### config.mk
export PLATFORM = sky130hd
export DESIGN_NAME = timer_core
export DESIGN_NICKNAME = d
export VERILOG_FILES = /design/src/timer_core.v
export VERILOG_INCLUDE_DIRS = /design/src /design/src/common
export SDC_FILE = /design/constraint.sdc
export NUM_CORES = 1
export LEC_CHECK = 0
export BUFFER_PORTS_ARGS = -buffer_cell sky130_fd_sc_hd__buf_4
export CAP_MARGIN = 20
export CORE_MARGIN = 5
export CORE_UTILIZATION = 57
export CTS_BUF_LIST = sky130_fd_sc_hd__clkbuf_2 sky130_fd_sc_hd__clkbuf_4 sky130_fd_sc_hd__clkbuf_8
export DETAILED_ROUTE_END_ITERATION = 10
export GPL_TIMING_DRIVEN = 0
export PLACE_DENSITY = 0.77
export SLEW_MARGIN = 0
export SYNTH_ARGS = -nofsm -noshare
export SYNTH_HDL_FRONTEND = slang
export SYNTH_SLANG_ARGS = --single-unit
### constraint.sdc
create_clock -name i_mclk -period 3 [get_ports i_mclk]
set_clock_uncertainty 0.15 [all_clocks]
set_input_delay 0.15 -clock i_mclk [delete_from_list [all_inputs] [get_ports i_mclk]]
set_output_delay 0.15 -clock i_mclk [all_outputs]
set_load 0.02 [all_outputs]
### src/common/timer_map.vh
// Register map, fields, reset values and timing of the 8-bit timer core
// Function
// - Count and compare registers are eight bits
// - Flags visible; each request gated by mask
// - Async select takes tick from crystal pin
// - Reset selects io clock, synchronous mode
// - Clock select zero stops the counter
// - Each tick clears, increments or decrements count
// - Count readable and writable without tick
// - Count write beats clear and count
// - Mode field split over control A, B
// - Overflow flag per mode, maskable request
// - Compares feed waveform outputs A and B
// - Compare match sets channel compare flag
// - Bottom indication when count is zero
// - Count 255 is the maximum
// - Top is maximum or compare A
// - Crystal source sampled on io clock; rising edges give ticks
// - Compare flag set on tick after match
// - Normal mode counts up, wraps, flags overflow
`ifndef TIMER_MAP_VH
`define TIMER_MAP_VH
`define OFS_COUNT       8'h00
`define OFS_CMP_A       8'h01
`define OFS_CMP_B       8'h02
`define OFS_CTRL_A      8'h03
`define OFS_CTRL_B      8'h04
`define OFS_IRQ_FLAG    8'h05
`define OFS_IRQ_MASK    8'h06
`define OFS_ASYNC_STAT  8'h07
`define OFS_POWER_RED   8'h08
`define BIT_ASYNC_SEL   5
`define BIT_POWER_OFF   6
`define BIT_WGM2        3
`define BIT_TOV         0
`define BIT_OCF_A       1
`define BIT_OCF_B       2
`define RST_BYTE        8'h00
`define CNT_BOTTOM      8'h00
`define CNT_MAX         8'hff
`define MODE_NORMAL     3'h0
`define MODE_PC_MAX     3'h1
`define MODE_CTC        3'h2
`define MODE_FAST_MAX   3'h3
`define MODE_PC_OCRA    3'h5
`define MODE_FAST_OCRA  3'h7
`define XTAL_HZ         32768
`define IO_CLK_HZ       100000000
`define XTAL_MIN_CYCLES ((`IO_CLK_HZ / `XTAL_HZ) / 2)
`endif

### src/timer_core.v
// 8-bit up/down timer core with compare channels and crystal clock option
`timescale 1ns/100ps
`include "timer_map.vh"
module timer_core #(
    parameter PRE_W = 10
) (
    input  wire       i_mclk,
    input  wire       i_reset_n,
    input  wire [7:0] i_addr,
    input  wire [7:0] i_wdata,
    input  wire       i_wr,
    input  wire       i_rd,
    output reg  [7:0] o_rdata,
    input  wire [2:0] i_irq_ack,
    output wire [2:0] o_irq_request,
    input  wire       i_crystal_osc_pin_in,
    output reg        o_crystal_osc_pin_out,
    output reg        o_compare_output_a,
    output wire       o_compare_output_a_en,
    output reg        o_compare_output_b,
    output wire       o_compare_output_b_en,
    output wire       o_bottom,
    output wire       o_max,
    output wire       o_top
);

    reg  [7:0]       count_value_q;
    reg  [7:0]       count_value_d;
    reg  [7:0]       compare_value_a_q;
    reg  [7:0]       compare_value_b_q;
    reg  [7:0]       cmp_buf_a_q;
    reg  [7:0]       cmp_buf_b_q;
    reg  [7:0]       control_reg_a_q;
    reg  [7:0]       control_reg_b_q;
    reg  [2:0]       flag_q;
    reg  [2:0]       flag_d;
    reg  [2:0]       mask_q;
    reg              async_clock_select_q;
    reg              timer_power_off_bit_q;
    reg              dir_down_q;
    reg              dir_down_d;
    reg              block_q;
    reg  [PRE_W-1:0] pre_q;
    reg              xtal_s1_q;
    reg              xtal_s2_q;
    reg              xtal_s3_q;
    reg              pre_tick;
    reg              tov_set;
    reg              out_a_d;
    reg              out_b_d;
    wire [2:0]       waveform_mode_field;
    wire [2:0]       clock_select_field;
    wire             src_tick;
    wire             timer_tick;
    wire             pwm_mode;
    wire             fast_mode;
    wire             pc_mode;
    wire [7:0]       top_value;
    wire             at_top;
    wire             match_a;
    wire             match_b;
    wire             cnt_wr;

    // Mode field is split across the two control registers
    assign waveform_mode_field = {control_reg_b_q[`BIT_WGM2],
                                  control_reg_a_q[1:0]};
    assign clock_select_field  = control_reg_b_q[2:0];
    assign pwm_mode  = (waveform_mode_field == `MODE_PC_MAX) ||
                       (waveform_mode_field == `MODE_FAST_MAX) ||
                       (waveform_mode_field == `MODE_PC_OCRA) ||
                       (waveform_mode_field == `MODE_FAST_OCRA);
    assign fast_mode = (waveform_mode_field == `MODE_FAST_MAX) ||
                       (waveform_mode_field == `MODE_FAST_OCRA);
    assign pc_mode   = (waveform_mode_field == `MODE_PC_MAX) ||
                       (waveform_mode_field == `MODE_PC_OCRA);
    assign top_value = ((waveform_mode_field == `MODE_CTC) ||
                        (waveform_mode_field == `MODE_PC_OCRA) ||
                        (waveform_mode_field == `MODE_FAST_OCRA)) ?
                       compare_value_a_q : `CNT_MAX;
    assign at_top    = (count_value_q == top_value);
    assign o_top     = at_top;
    assign o_max     = (count_value_q == `CNT_MAX);
    assign o_bottom  = (count_value_q == `CNT_BOTTOM);
    assign match_a   = (count_value_q == compare_value_a_q);
    assign match_b   = (count_value_q == compare_value_b_q);
    assign cnt_wr    = i_wr && (i_addr == `OFS_COUNT);

    // Crystal pin is asynchronous; the first stage feeds only the second
    always @(posedge i_mclk or negedge i_reset_n) begin
        if (!i_reset_n) begin
            xtal_s1_q <= 1'b0;
            xtal_s2_q <= 1'b0;
            xtal_s3_q <= 1'b0;
            o_crystal_osc_pin_out <= 1'b1;
        end else begin
            xtal_s1_q <= i_crystal_osc_pin_in;
            xtal_s2_q <= xtal_s1_q;
            xtal_s3_q <= xtal_s2_q;
            o_crystal_osc_pin_out <= ~xtal_s2_q;
        end
    end

    // Rising crystal edge is one source tick; io clock ticks every cycle
    assign src_tick = async_clock_select_q ?
                      (xtal_s2_q && !xtal_s3_q) : 1'b1;

    // Prescaler runs on source ticks and is kept free running
    always @(posedge i_mclk or negedge i_reset_n) begin
        if (!i_reset_n) begin
            pre_q <= {PRE_W{1'b0}};
        end else if (src_tick) begin
            pre_q <= pre_q + {{(PRE_W-1){1'b0}}, 1'b1};
        end
    end

    always @* begin
        pre_tick = 1'b0;
        case (clock_select_field)
            3'h0: pre_tick = 1'b0;
            3'h1: pre_tick = 1'b1;
            3'h2: pre_tick = (pre_q[2:0] == 3'h7);
            3'h3: pre_tick = (pre_q[4:0] == 5'h1f);
            3'h4: pre_tick = (pre_q[5:0] == 6'h3f);
            3'h5: pre_tick = (pre_q[6:0] == 7'h7f);
            3'h6: pre_tick = (pre_q[7:0] == 8'hff);
            default: pre_tick = (pre_q == {PRE_W{1'b1}});
        endcase
    end

    // A powered-down timer gets no ticks at all
    assign timer_tick = src_tick && pre_tick && !timer_power_off_bit_q;

    // Counter sequence per mode; a software write wins over everything
    always @* begin
        count_value_d = count_value_q;
        dir_down_d    = dir_down_q;
        tov_set       = 1'b0;
        if (cnt_wr) begin
            count_value_d = i_wdata;
        end else if (timer_tick) begin
            if (pc_mode) begin
                if (!dir_down_q) begin
                    if (at_top) begin
                        dir_down_d    = 1'b1;
                        count_value_d = count_value_q - 8'h01;
                    end else begin
                        count_value_d = count_value_q + 8'h01;
                    end
                end else begin
                    if (count_value_q == `CNT_BOTTOM) begin
                        dir_down_d    = 1'b0;
                        tov_set       = 1'b1;
                        count_value_d = count_value_q + 8'h01;
                    end else begin
                        count_value_d = count_value_q - 8'h01;
                    end
                end
            end else if (waveform_mode_field == `MODE_CTC) begin
                if (at_top) begin
                    count_value_d = `CNT_BOTTOM;
                end else begin
                    count_value_d = count_value_q + 8'h01;
                end
                tov_set = o_max;
            end else if (fast_mode) begin
                if (at_top) begin
                    count_value_d = `CNT_BOTTOM;
                    tov_set       = 1'b1;
                end else begin
                    count_value_d = count_value_q + 8'h01;
                end
            end else begin
                // Normal and reserved codes: plain up count with wrap
                count_value_d = count_value_q + 8'h01;
                tov_set       = o_max;
                dir_down_d    = 1'b0;
            end
        end
    end

    // Flags: hardware set wins over software clear and acknowledge
    always @* begin
        flag_d = flag_q;
        if (i_wr && (i_addr == `OFS_IRQ_FLAG)) begin
            flag_d = flag_d & ~i_wdata[2:0];
        end
        flag_d = flag_d & ~i_irq_ack;
        if (tov_set) begin
            flag_d[`BIT_TOV] = 1'b1;
        end
        if (timer_tick && match_a && !block_q) begin
            flag_d[`BIT_OCF_A] = 1'b1;
        end
        if (timer_tick && match_b && !block_q) begin
            flag_d[`BIT_OCF_B] = 1'b1;
        end
    end

    assign o_irq_request = flag_q & mask_q;

    // Waveform outputs from compare results and output mode bits
    always @* begin
        out_a_d = o_compare_output_a;
        out_b_d = o_compare_output_b;
        if (timer_tick && !block_q) begin
            if (!pwm_mode) begin
                if (match_a) begin
                    case (control_reg_a_q[7:6])
                        2'h1: out_a_d = ~o_compare_output_a;
                        2'h2: out_a_d = 1'b0;
                        2'h3: out_a_d = 1'b1;
                        default: out_a_d = o_compare_output_a;
                    endcase
                end
                if (match_b) begin
                    case (control_reg_a_q[5:4])
                        2'h1: out_b_d = ~o_compare_output_b;
                        2'h2: out_b_d = 1'b0;
                        2'h3: out_b_d = 1'b1;
                        default: out_b_d = o_compare_output_b;
                    endcase
                end
            end else if (fast_mode) begin
                if (match_a && control_reg_a_q[7]) begin
                    out_a_d = control_reg_a_q[6];
                end else if (at_top && control_reg_a_q[7]) begin
                    out_a_d = ~control_reg_a_q[6];
                end
                if (match_b && control_reg_a_q[5]) begin
                    out_b_d = control_reg_a_q[4];
                end else if (at_top && control_reg_a_q[5]) begin
                    out_b_d = ~control_reg_a_q[4];
                end
            end else begin
                // Phase correct: level depends on count direction at match
                if (match_a && control_reg_a_q[7]) begin
                    out_a_d = control_reg_a_q[6] ^ dir_down_q;
                end
                if (match_b && control_reg_a_q[5]) begin
                    out_b_d = control_reg_a_q[4] ^ dir_down_q;
                end
            end
        end
    end

    assign o_compare_output_a_en = (control_reg_a_q[7:6] != 2'h0);
    assign o_compare_output_b_en = (control_reg_a_q[5:4] != 2'h0);

    always @(posedge i_mclk or negedge i_reset_n) begin
        if (!i_reset_n) begin
            count_value_q      <= `RST_BYTE;
            dir_down_q         <= 1'b0;
            flag_q             <= 3'h0;
            block_q            <= 1'b0;
            o_compare_output_a <= 1'b0;
            o_compare_output_b <= 1'b0;
        end else begin
            count_value_q      <= count_value_d;
            dir_down_q         <= dir_down_d;
            flag_q             <= flag_d;
            o_compare_output_a <= out_a_d;
            o_compare_output_b <= out_b_d;
            // A count write masks compare matches on the next tick only
            if (cnt_wr) begin
                block_q <= 1'b1;
            end else if (timer_tick) begin
                block_q <= 1'b0;
            end
        end
    end

    // Register writes; compares are double buffered only in PWM modes
    always @(posedge i_mclk or negedge i_reset_n) begin
        if (!i_reset_n) begin
            compare_value_a_q     <= `RST_BYTE;
            compare_value_b_q     <= `RST_BYTE;
            cmp_buf_a_q           <= `RST_BYTE;
            cmp_buf_b_q           <= `RST_BYTE;
            control_reg_a_q       <= `RST_BYTE;
            control_reg_b_q       <= `RST_BYTE;
            mask_q                <= 3'h0;
            async_clock_select_q  <= 1'b0;
            timer_power_off_bit_q <= 1'b0;
        end else begin
            if (i_wr && (i_addr == `OFS_CMP_A)) begin
                cmp_buf_a_q <= i_wdata;
            end
            if (i_wr && (i_addr == `OFS_CMP_B)) begin
                cmp_buf_b_q <= i_wdata;
            end
            // Buffered update at top keeps PWM pulses symmetrical
            if (!pwm_mode) begin
                if (i_wr && (i_addr == `OFS_CMP_A)) begin
                    compare_value_a_q <= i_wdata;
                end
                if (i_wr && (i_addr == `OFS_CMP_B)) begin
                    compare_value_b_q <= i_wdata;
                end
            end else if (timer_tick && at_top) begin
                compare_value_a_q <= cmp_buf_a_q;
                compare_value_b_q <= cmp_buf_b_q;
            end
            if (i_wr && (i_addr == `OFS_CTRL_A)) begin
                control_reg_a_q <= {i_wdata[7:4], 2'h0, i_wdata[1:0]};
            end
            if (i_wr && (i_addr == `OFS_CTRL_B)) begin
                control_reg_b_q <= {4'h0, i_wdata[3:0]};
            end
            if (i_wr && (i_addr == `OFS_IRQ_MASK)) begin
                mask_q <= i_wdata[2:0];
            end
            if (i_wr && (i_addr == `OFS_ASYNC_STAT)) begin
                async_clock_select_q <= i_wdata[`BIT_ASYNC_SEL];
            end
            if (i_wr && (i_addr == `OFS_POWER_RED)) begin
                timer_power_off_bit_q <= i_wdata[`BIT_POWER_OFF];
            end
        end
    end

    // Read data appear one cycle after the strobe; unmapped reads zero
    always @(posedge i_mclk or negedge i_reset_n) begin
        if (!i_reset_n) begin
            o_rdata <= 8'h00;
        end else if (i_rd) begin
            if (i_addr == `OFS_COUNT) begin
                o_rdata <= count_value_q;
            end else if (i_addr == `OFS_CMP_A) begin
                o_rdata <= cmp_buf_a_q;
            end else if (i_addr == `OFS_CMP_B) begin
                o_rdata <= cmp_buf_b_q;
            end else if (i_addr == `OFS_CTRL_A) begin
                o_rdata <= control_reg_a_q;
            end else if (i_addr == `OFS_CTRL_B) begin
                o_rdata <= control_reg_b_q;
            end else if (i_addr == `OFS_IRQ_FLAG) begin
                o_rdata <= {5'h00, flag_q};
            end else if (i_addr == `OFS_IRQ_MASK) begin
                o_rdata <= {5'h00, mask_q};
            end else if (i_addr == `OFS_ASYNC_STAT) begin
                o_rdata <= {2'h0, async_clock_select_q, 5'h00};
            end else if (i_addr == `OFS_POWER_RED) begin
                o_rdata <= {1'b0, timer_power_off_bit_q, 6'h00};
            end else begin
                o_rdata <= 8'h00;
            end
        end else begin
            o_rdata <= 8'h00;
        end
    end

endmodule // timer_core

== Word level (Yosys, flattened, before mapping) ==
Cells that the tools add are included.

* Register bits after elaboration: 84
* Input bits: 24

* Eq/ne operators: 42
* Add/subtract/negate cells: 3
* Bitwise gates (word level): 13
* Multiplexer cells: 61
* Reductions and logical operators: 49

{| class="wikitable"
|+ Operators by type and width
! kind !! count
|-
| $mux W8 || 21
|-
| $mux W7 || 5
|-
| $eq A8 B3 Y1 const B || 4
|-
| $mux W1 || 31
|-
| $eq A8 B8 Y1 || 3
|-
| $logic_and A1 B1 Y1 || 22
|-
| $eq A3 B3 Y1 const B || 6
|-
| $eq A8 B2 Y1 const B || 2
|-
| $eq A8 B8 Y1 const B || 2
|-
| $logic_not A8 Y1 || 2
|-
| $reduce_bool A2 Y1 || 7
|-
| $eq A3 B2 Y1 const B || 4
|-
| $ne A3 B1 Y1 const B || 4
|-
| $add A10 B1 Y10 const B || 1
|-
| $eq A10 B10 Y1 const B || 1
|-
| $reduce_and A5 Y1 || 2
|-
| $and A3 B3 Y3 || 3
|-
| $add A8 B1 Y8 const B || 1
|-
| $eq A2 B2 Y1 const B || 4
|-
| $eq A8 B1 Y1 const B || 1
|-
| $eq A8 B4 Y1 const B || 1
|-
| $reduce_bool A4 Y1 || 2
|-
| $sub A8 B1 Y8 const B || 1
|-
| $eq A7 B7 Y1 const B || 1
|-
| other kinds (17) || 37
|}

== Longest topological paths before layout ==
* Word-level depth: 12
* Gate-level depth with buffers: 11
* Depth with buffers taken out: 10

== Worst setup path after synthesis ==
Ideal clock, no wire load.

* Path kind: register -> register
* Start point: reg pre_q[0]
* End point: reg o_compare_output_b
* Stages on the path, launching flop included: 11
* Buffers on the path: 1
* Arrival time: 2,247 ps
* Library setup time: 125 ps
* Slack: 479 ps
* Required time: 2,725 ps
* Cell sequence: dfrtp_1 -> ha_1 -> and3_1 -> ha_1 -> inv_1 -> a311oi_1 -> a21oi_1 -> or3b_1 -> buf_2 -> nor4_1 -> mux2_2

* Cells in the longest elaborated chain, start to end: 6
* Elaborated cells between the ends (all ways): 11

{| class="wikitable"
|+ Ends and longest elaborated chain
! element !! RTL line !! RTL
|-
| start, declared || timer_core.v:43 || <nowiki>reg [PRE_W-1:0] pre_q;</nowiki>
|-
| start signal, assigned || timer_core.v:110 || <nowiki>pre_q <= {PRE_W{1'b0}};</nowiki>
|-
| start signal, assigned || timer_core.v:112 || <nowiki>pre_q <= pre_q + {{(PRE_W-1){1'b0}}, 1'b1};</nowiki>
|-
| $eq A10 B10 Y1, or another cell as far along || timer_core.v:126 || <nowiki>default: pre_tick = (pre_q == {PRE_W{1'b1}});</nowiki>
|-
| $pmux W1 S7 (*) || timer_core.v:118 || <nowiki>case (clock_select_field)</nowiki>
|-
| $logic_and A1 B1 Y1 (*) (2 in a row) || timer_core.v:131 || <nowiki>assign timer_tick = src_tick && pre_tick && !timer_power_off_bit_q;</nowiki>
|-
| $logic_and A1 B1 Y1 (*) || timer_core.v:205 || <nowiki>if (timer_tick && !block_q) begin</nowiki>
|-
| $reduce_and A5 Y1 (no line) (*) || - ||
|-
| end signal, assigned || timer_core.v:262 || <nowiki>o_compare_output_b <= out_b_d;</nowiki>
|-
| end, declared || timer_core.v:20 || <nowiki>output reg o_compare_output_b,</nowiki>
|}

Every way passes the cells marked *; elsewhere a longest branch is shown, timed or not.
A chain may end at the register's enable or synchronous reset.

== Worst setup path after layout ==
* Start point: reg pre_q[0]
* End point: reg count_value_q[6]

* Cells in the longest elaborated chain, start to end: 5
* Elaborated cells between the ends (all ways): 10

{| class="wikitable"
|+ Ends and longest elaborated chain
! element !! RTL line !! RTL
|-
| $eq A10 B10 Y1, or another cell as far along || timer_core.v:126 ||
|-
| $pmux W1 S7 (*) || timer_core.v:118 ||
|-
| $logic_and A1 B1 Y1 (*) (2 in a row) || timer_core.v:131 ||
|-
| $reduce_bool A2 Y1 (no line) (*) || - ||
|-
| end signal, assigned || timer_core.v:251 || <nowiki>count_value_q <= `RST_BYTE;</nowiki>
|-
| end signal, assigned || timer_core.v:258 || <nowiki>count_value_q <= count_value_d;</nowiki>
|-
| end, declared || timer_core.v:27 || <nowiki>reg [7:0] count_value_q;</nowiki>
|}

Marks and branches as above.

==> results_dict.tcl <==
set metrics [dict create \
    status "completed" \
    drive_gt1_frac 0.217 \
    layout_common_cells "dfrtp_1, nand2_1, buf_4, o21ai_0" \
    p_comb_frac 0.313 \
    antenna_found_initial 0 \
    cts_sinks 84 \
    path_clk_slew_ns 0.09 \
    routed_wl_mm 13.5 \
    antenna_cells 0 \
    reg2regPathDepth 11 \
    hold_class "in2reg" \
    area_growth_pct 16.0 \
    die_w_um 102 \
    layout_min_cycle_time_ns 2.83 \
    viasPerCell 6.19 \
    path_common_cell "ha_1" \
    clockRootBuffer "clkbuf_8" \
    cellPowerDensity_mw_per_mm2 585 \
    intPower_mw 2.11 \
    route.detailed.drc 0 \
    rows 33 \
    tightest_slew_ns 0.842 \
    finalNetCount 578 \
    grt_pass1_vias 4109 \
    postCtsSetupBuffers 0 \
    synth_seq_cells 84 \
    synthArstFlopShare 1.00 \
    gp_congestion 0.917 \
    synth_cell_types 69 \
    cp_max_fo 9 \
    fin_cells 654 \
    drv_slew 0 \
    grt.overflow.total 0 \
    cp_cell_sequence "ha_1, and3_1, ha_1, inv_1, a311oi_1, a21oi_1, or3b_1, buf_2, a211o_1, o22ai_1, a221o_2" \
    holdWs_ns 0.0621 \
    drtIter0Drc 372 \
    synth_warnings 0 \
    io_buffers 38 \
    setup_viol_count_final 0 \
    ff2ff_setup_slack_ns 0.17 \
    pwr-share-clk 0.255 \
    cts-buffers-inserted 9 \
    p_seq_frac 0.431 \
    slowest_delay_ns 0.42 \
    period_share 0.942 \
    min_path_cells 3 \
    hold_viol 0 \
    die-height_um 102 \
    die_area_sq_mm 0.0104 \
    routedWlPerCell_um 20.6 \
    start_kind "register" \
    ir_drop_uv 412 \
    io_pins 43 \
    core_sq_mm 0.00826 \
    dr.pass1.iters 5 \
    crit_type "reg2reg" \
    yosysSeqAreaShare 0.435 \
    avgSynthCellArea_sq_um 10.0 \
    vias 4045 \
    grt_usage 0.276 \
    final_common_cell "dfrtp_1" \
    placed_cell_area_sq_mm 0.00525 \
    start_util 0.585 \
    synth_edf_count 0 \
    cp.arrival_ns 2.92 \
    worstPathRequired_ns 3.09 \
    grt_pass1_wl_mm 21.7 \
    maxCapViolCount 0 \
    synthFlopType "dfrtp_1" \
    end_kind "register" \
    swShare 0.358 \
    fin_setup_tns_ns 0 \
    timing.fmax_ghz 0.354 \
    cts-htree-levels 3 \
    finish.instance_area_sq_mm 0.00561 \
    syn-instance-count 482 \
    syn_area_sq_mm 0.00483 \
    cts_buffer_depth 2 \
    placed_cells 625 \
    power.switching_mw 1.17 \
    max-slew-margin-rel 0.439 \
    postRouteAntennaNets 0 \
    grt_max_degree 85 \
    dp_hpwl_mm 9.63 \
    slowest_stage "dfrtp_1" \
    synthesis.nets 516 \
    grt_setup_unrepaired "no" \
    insertion_delay_ns 0.35 \
    final_util 0.679 \
    cts_tree "built" \
    p_leak_nw 2.63 \
]
## what timing repair did
item / in CTS / in global routing
endpoints found under the setup margin: 0 / 10
gates resized for setup: 0 / 2
hold buffers: 12 / 0
endpoints found under the hold margin: 113 / 0
## Yosys cell counts (4+ instances only)
cell | instances | share of area
nor3_1 | 7 | 0.0072
nand3_1 | 14 | 0.014
o22ai_1 | 4 | 0.0052
nand2_1 | 43 | 0.033
dfrtp_1 | 83 | 0.43
buf_2 | 8 | 0.0083
nand4_1 | 6 | 0.0078
ha_1 | 10 | 0.026
mux2i_1 | 31 | 0.064
nand2b_1 | 8 | 0.010
a21oi_1 | 16 | 0.017
nor2_1 | 22 | 0.017
and2_1 | 8 | 0.010
mux2_2 | 31 | 0.072
o21ai_0 | 38 | 0.039
xnor2_1 | 15 | 0.027
nor2b_1 | 4 | 0.0052
o21ai_1 | 4 | 0.0041
and3_1 | 7 | 0.0091
clkbuf_1 | 10 | 0.0078
a22oi_1 | 10 | 0.016
xor2_1 | 7 | 0.013
o2111ai_1 | 4 | 0.0072
inv_1 | 18 | 0.014
buf_6 | 4 | 0.0093
a211oi_1 | 6 | 0.0093
## metal layers
layer | track usage | vias up | routed length [um]
met4 | 0.124 | 0 | 451
met1 | 0.371 | 1990 | 5810
met3 | 0.0498 | 32 | 917
met5 | 0 | - | 0
met2 | 0.437 | 162 | 6320
li1 | - | 1861 | -
## power by group through the flow
stage,Combinational (mW),Clock (mW),Sequential (mW)
after floorplan,0.719,0,1.39
after detailed placement,0.990,0,1.43
after global routing,1.12,0.898,1.43
after global placement,0.971,0,1.42
after CTS,1.01,0.852,1.41
final,1.03,0.838,1.42
## critical path, delay by kind of cell, from the launching register on
family,cells,cell delay (ns)
flops,1,0.42
buf+inv,2,0.29
fa+ha+maj,2,0.42
simple gates,2,0.35
compound gates,5,1.11
## path summary, 6_finish.rpt
| kind | startpoint | to |
|---|---|---|
| max | pre_q[0] | count_value_q[6] |
| min | i_addr[1] | o_rdata[0] |
| max reg2reg | pre_q[0] | count_value_q[6] |
| min reg2reg | xtal_s1_q | xtal_s2_q |
| max in group asynchronous | i_reset_n | o_crystal_osc_pin_out |
| min in group asynchronous | i_reset_n | control_reg_b_q[0] |
## kinds of logic (layout without fill, tap and decap cells)
kind of cell,after synthesis,count (layout),share of synthesized area
AOI/OAI and AO/OA,112,112,0.159
muxes,62,62,0.136
and+or+nand+nor,142,142,0.155
xor gates and xnor gates,22,22,0.0399
adders and majority gates,10,10,0.0259
buffers and inverters,50,117,0.0489
DFF,84,84,0.435
## metrics by stage
step                setup WS (ns)  total power [mW]
global route               0.0351              3.46
detailed placement          0.131              2.43
global placement            0.224              2.40
floorplan                   0.479              2.11
CTS                         0.115              3.28
finish                      0.173              3.28
## sequential cells by signal (all words and copies together) (netlist names), 3 cells and up
register and flops:
cmp_buf_a_q 8, cmp_buf_b_q 8, compare_value_a_q 8, compare_value_b_q 8, control_reg_a_q 6, control_reg_b_q 4, count_value_q 8, flag_q 3
mask_q 3, o_rdata 8, pre_q 10
## cell type report
type | count | area (sq um)
sequential | 84 | 2100
clock buffer | 11 | 139
clock inverter | 5 | 62.6
fill | 660 | 2650
timing repair buffer | 51 | 425
tap | 105 | 131
inverter | 23 | 88.8
buffer | 27 | 148
multi-input combinational | 348 | 2510
Power figures use the tool's default switching activity.
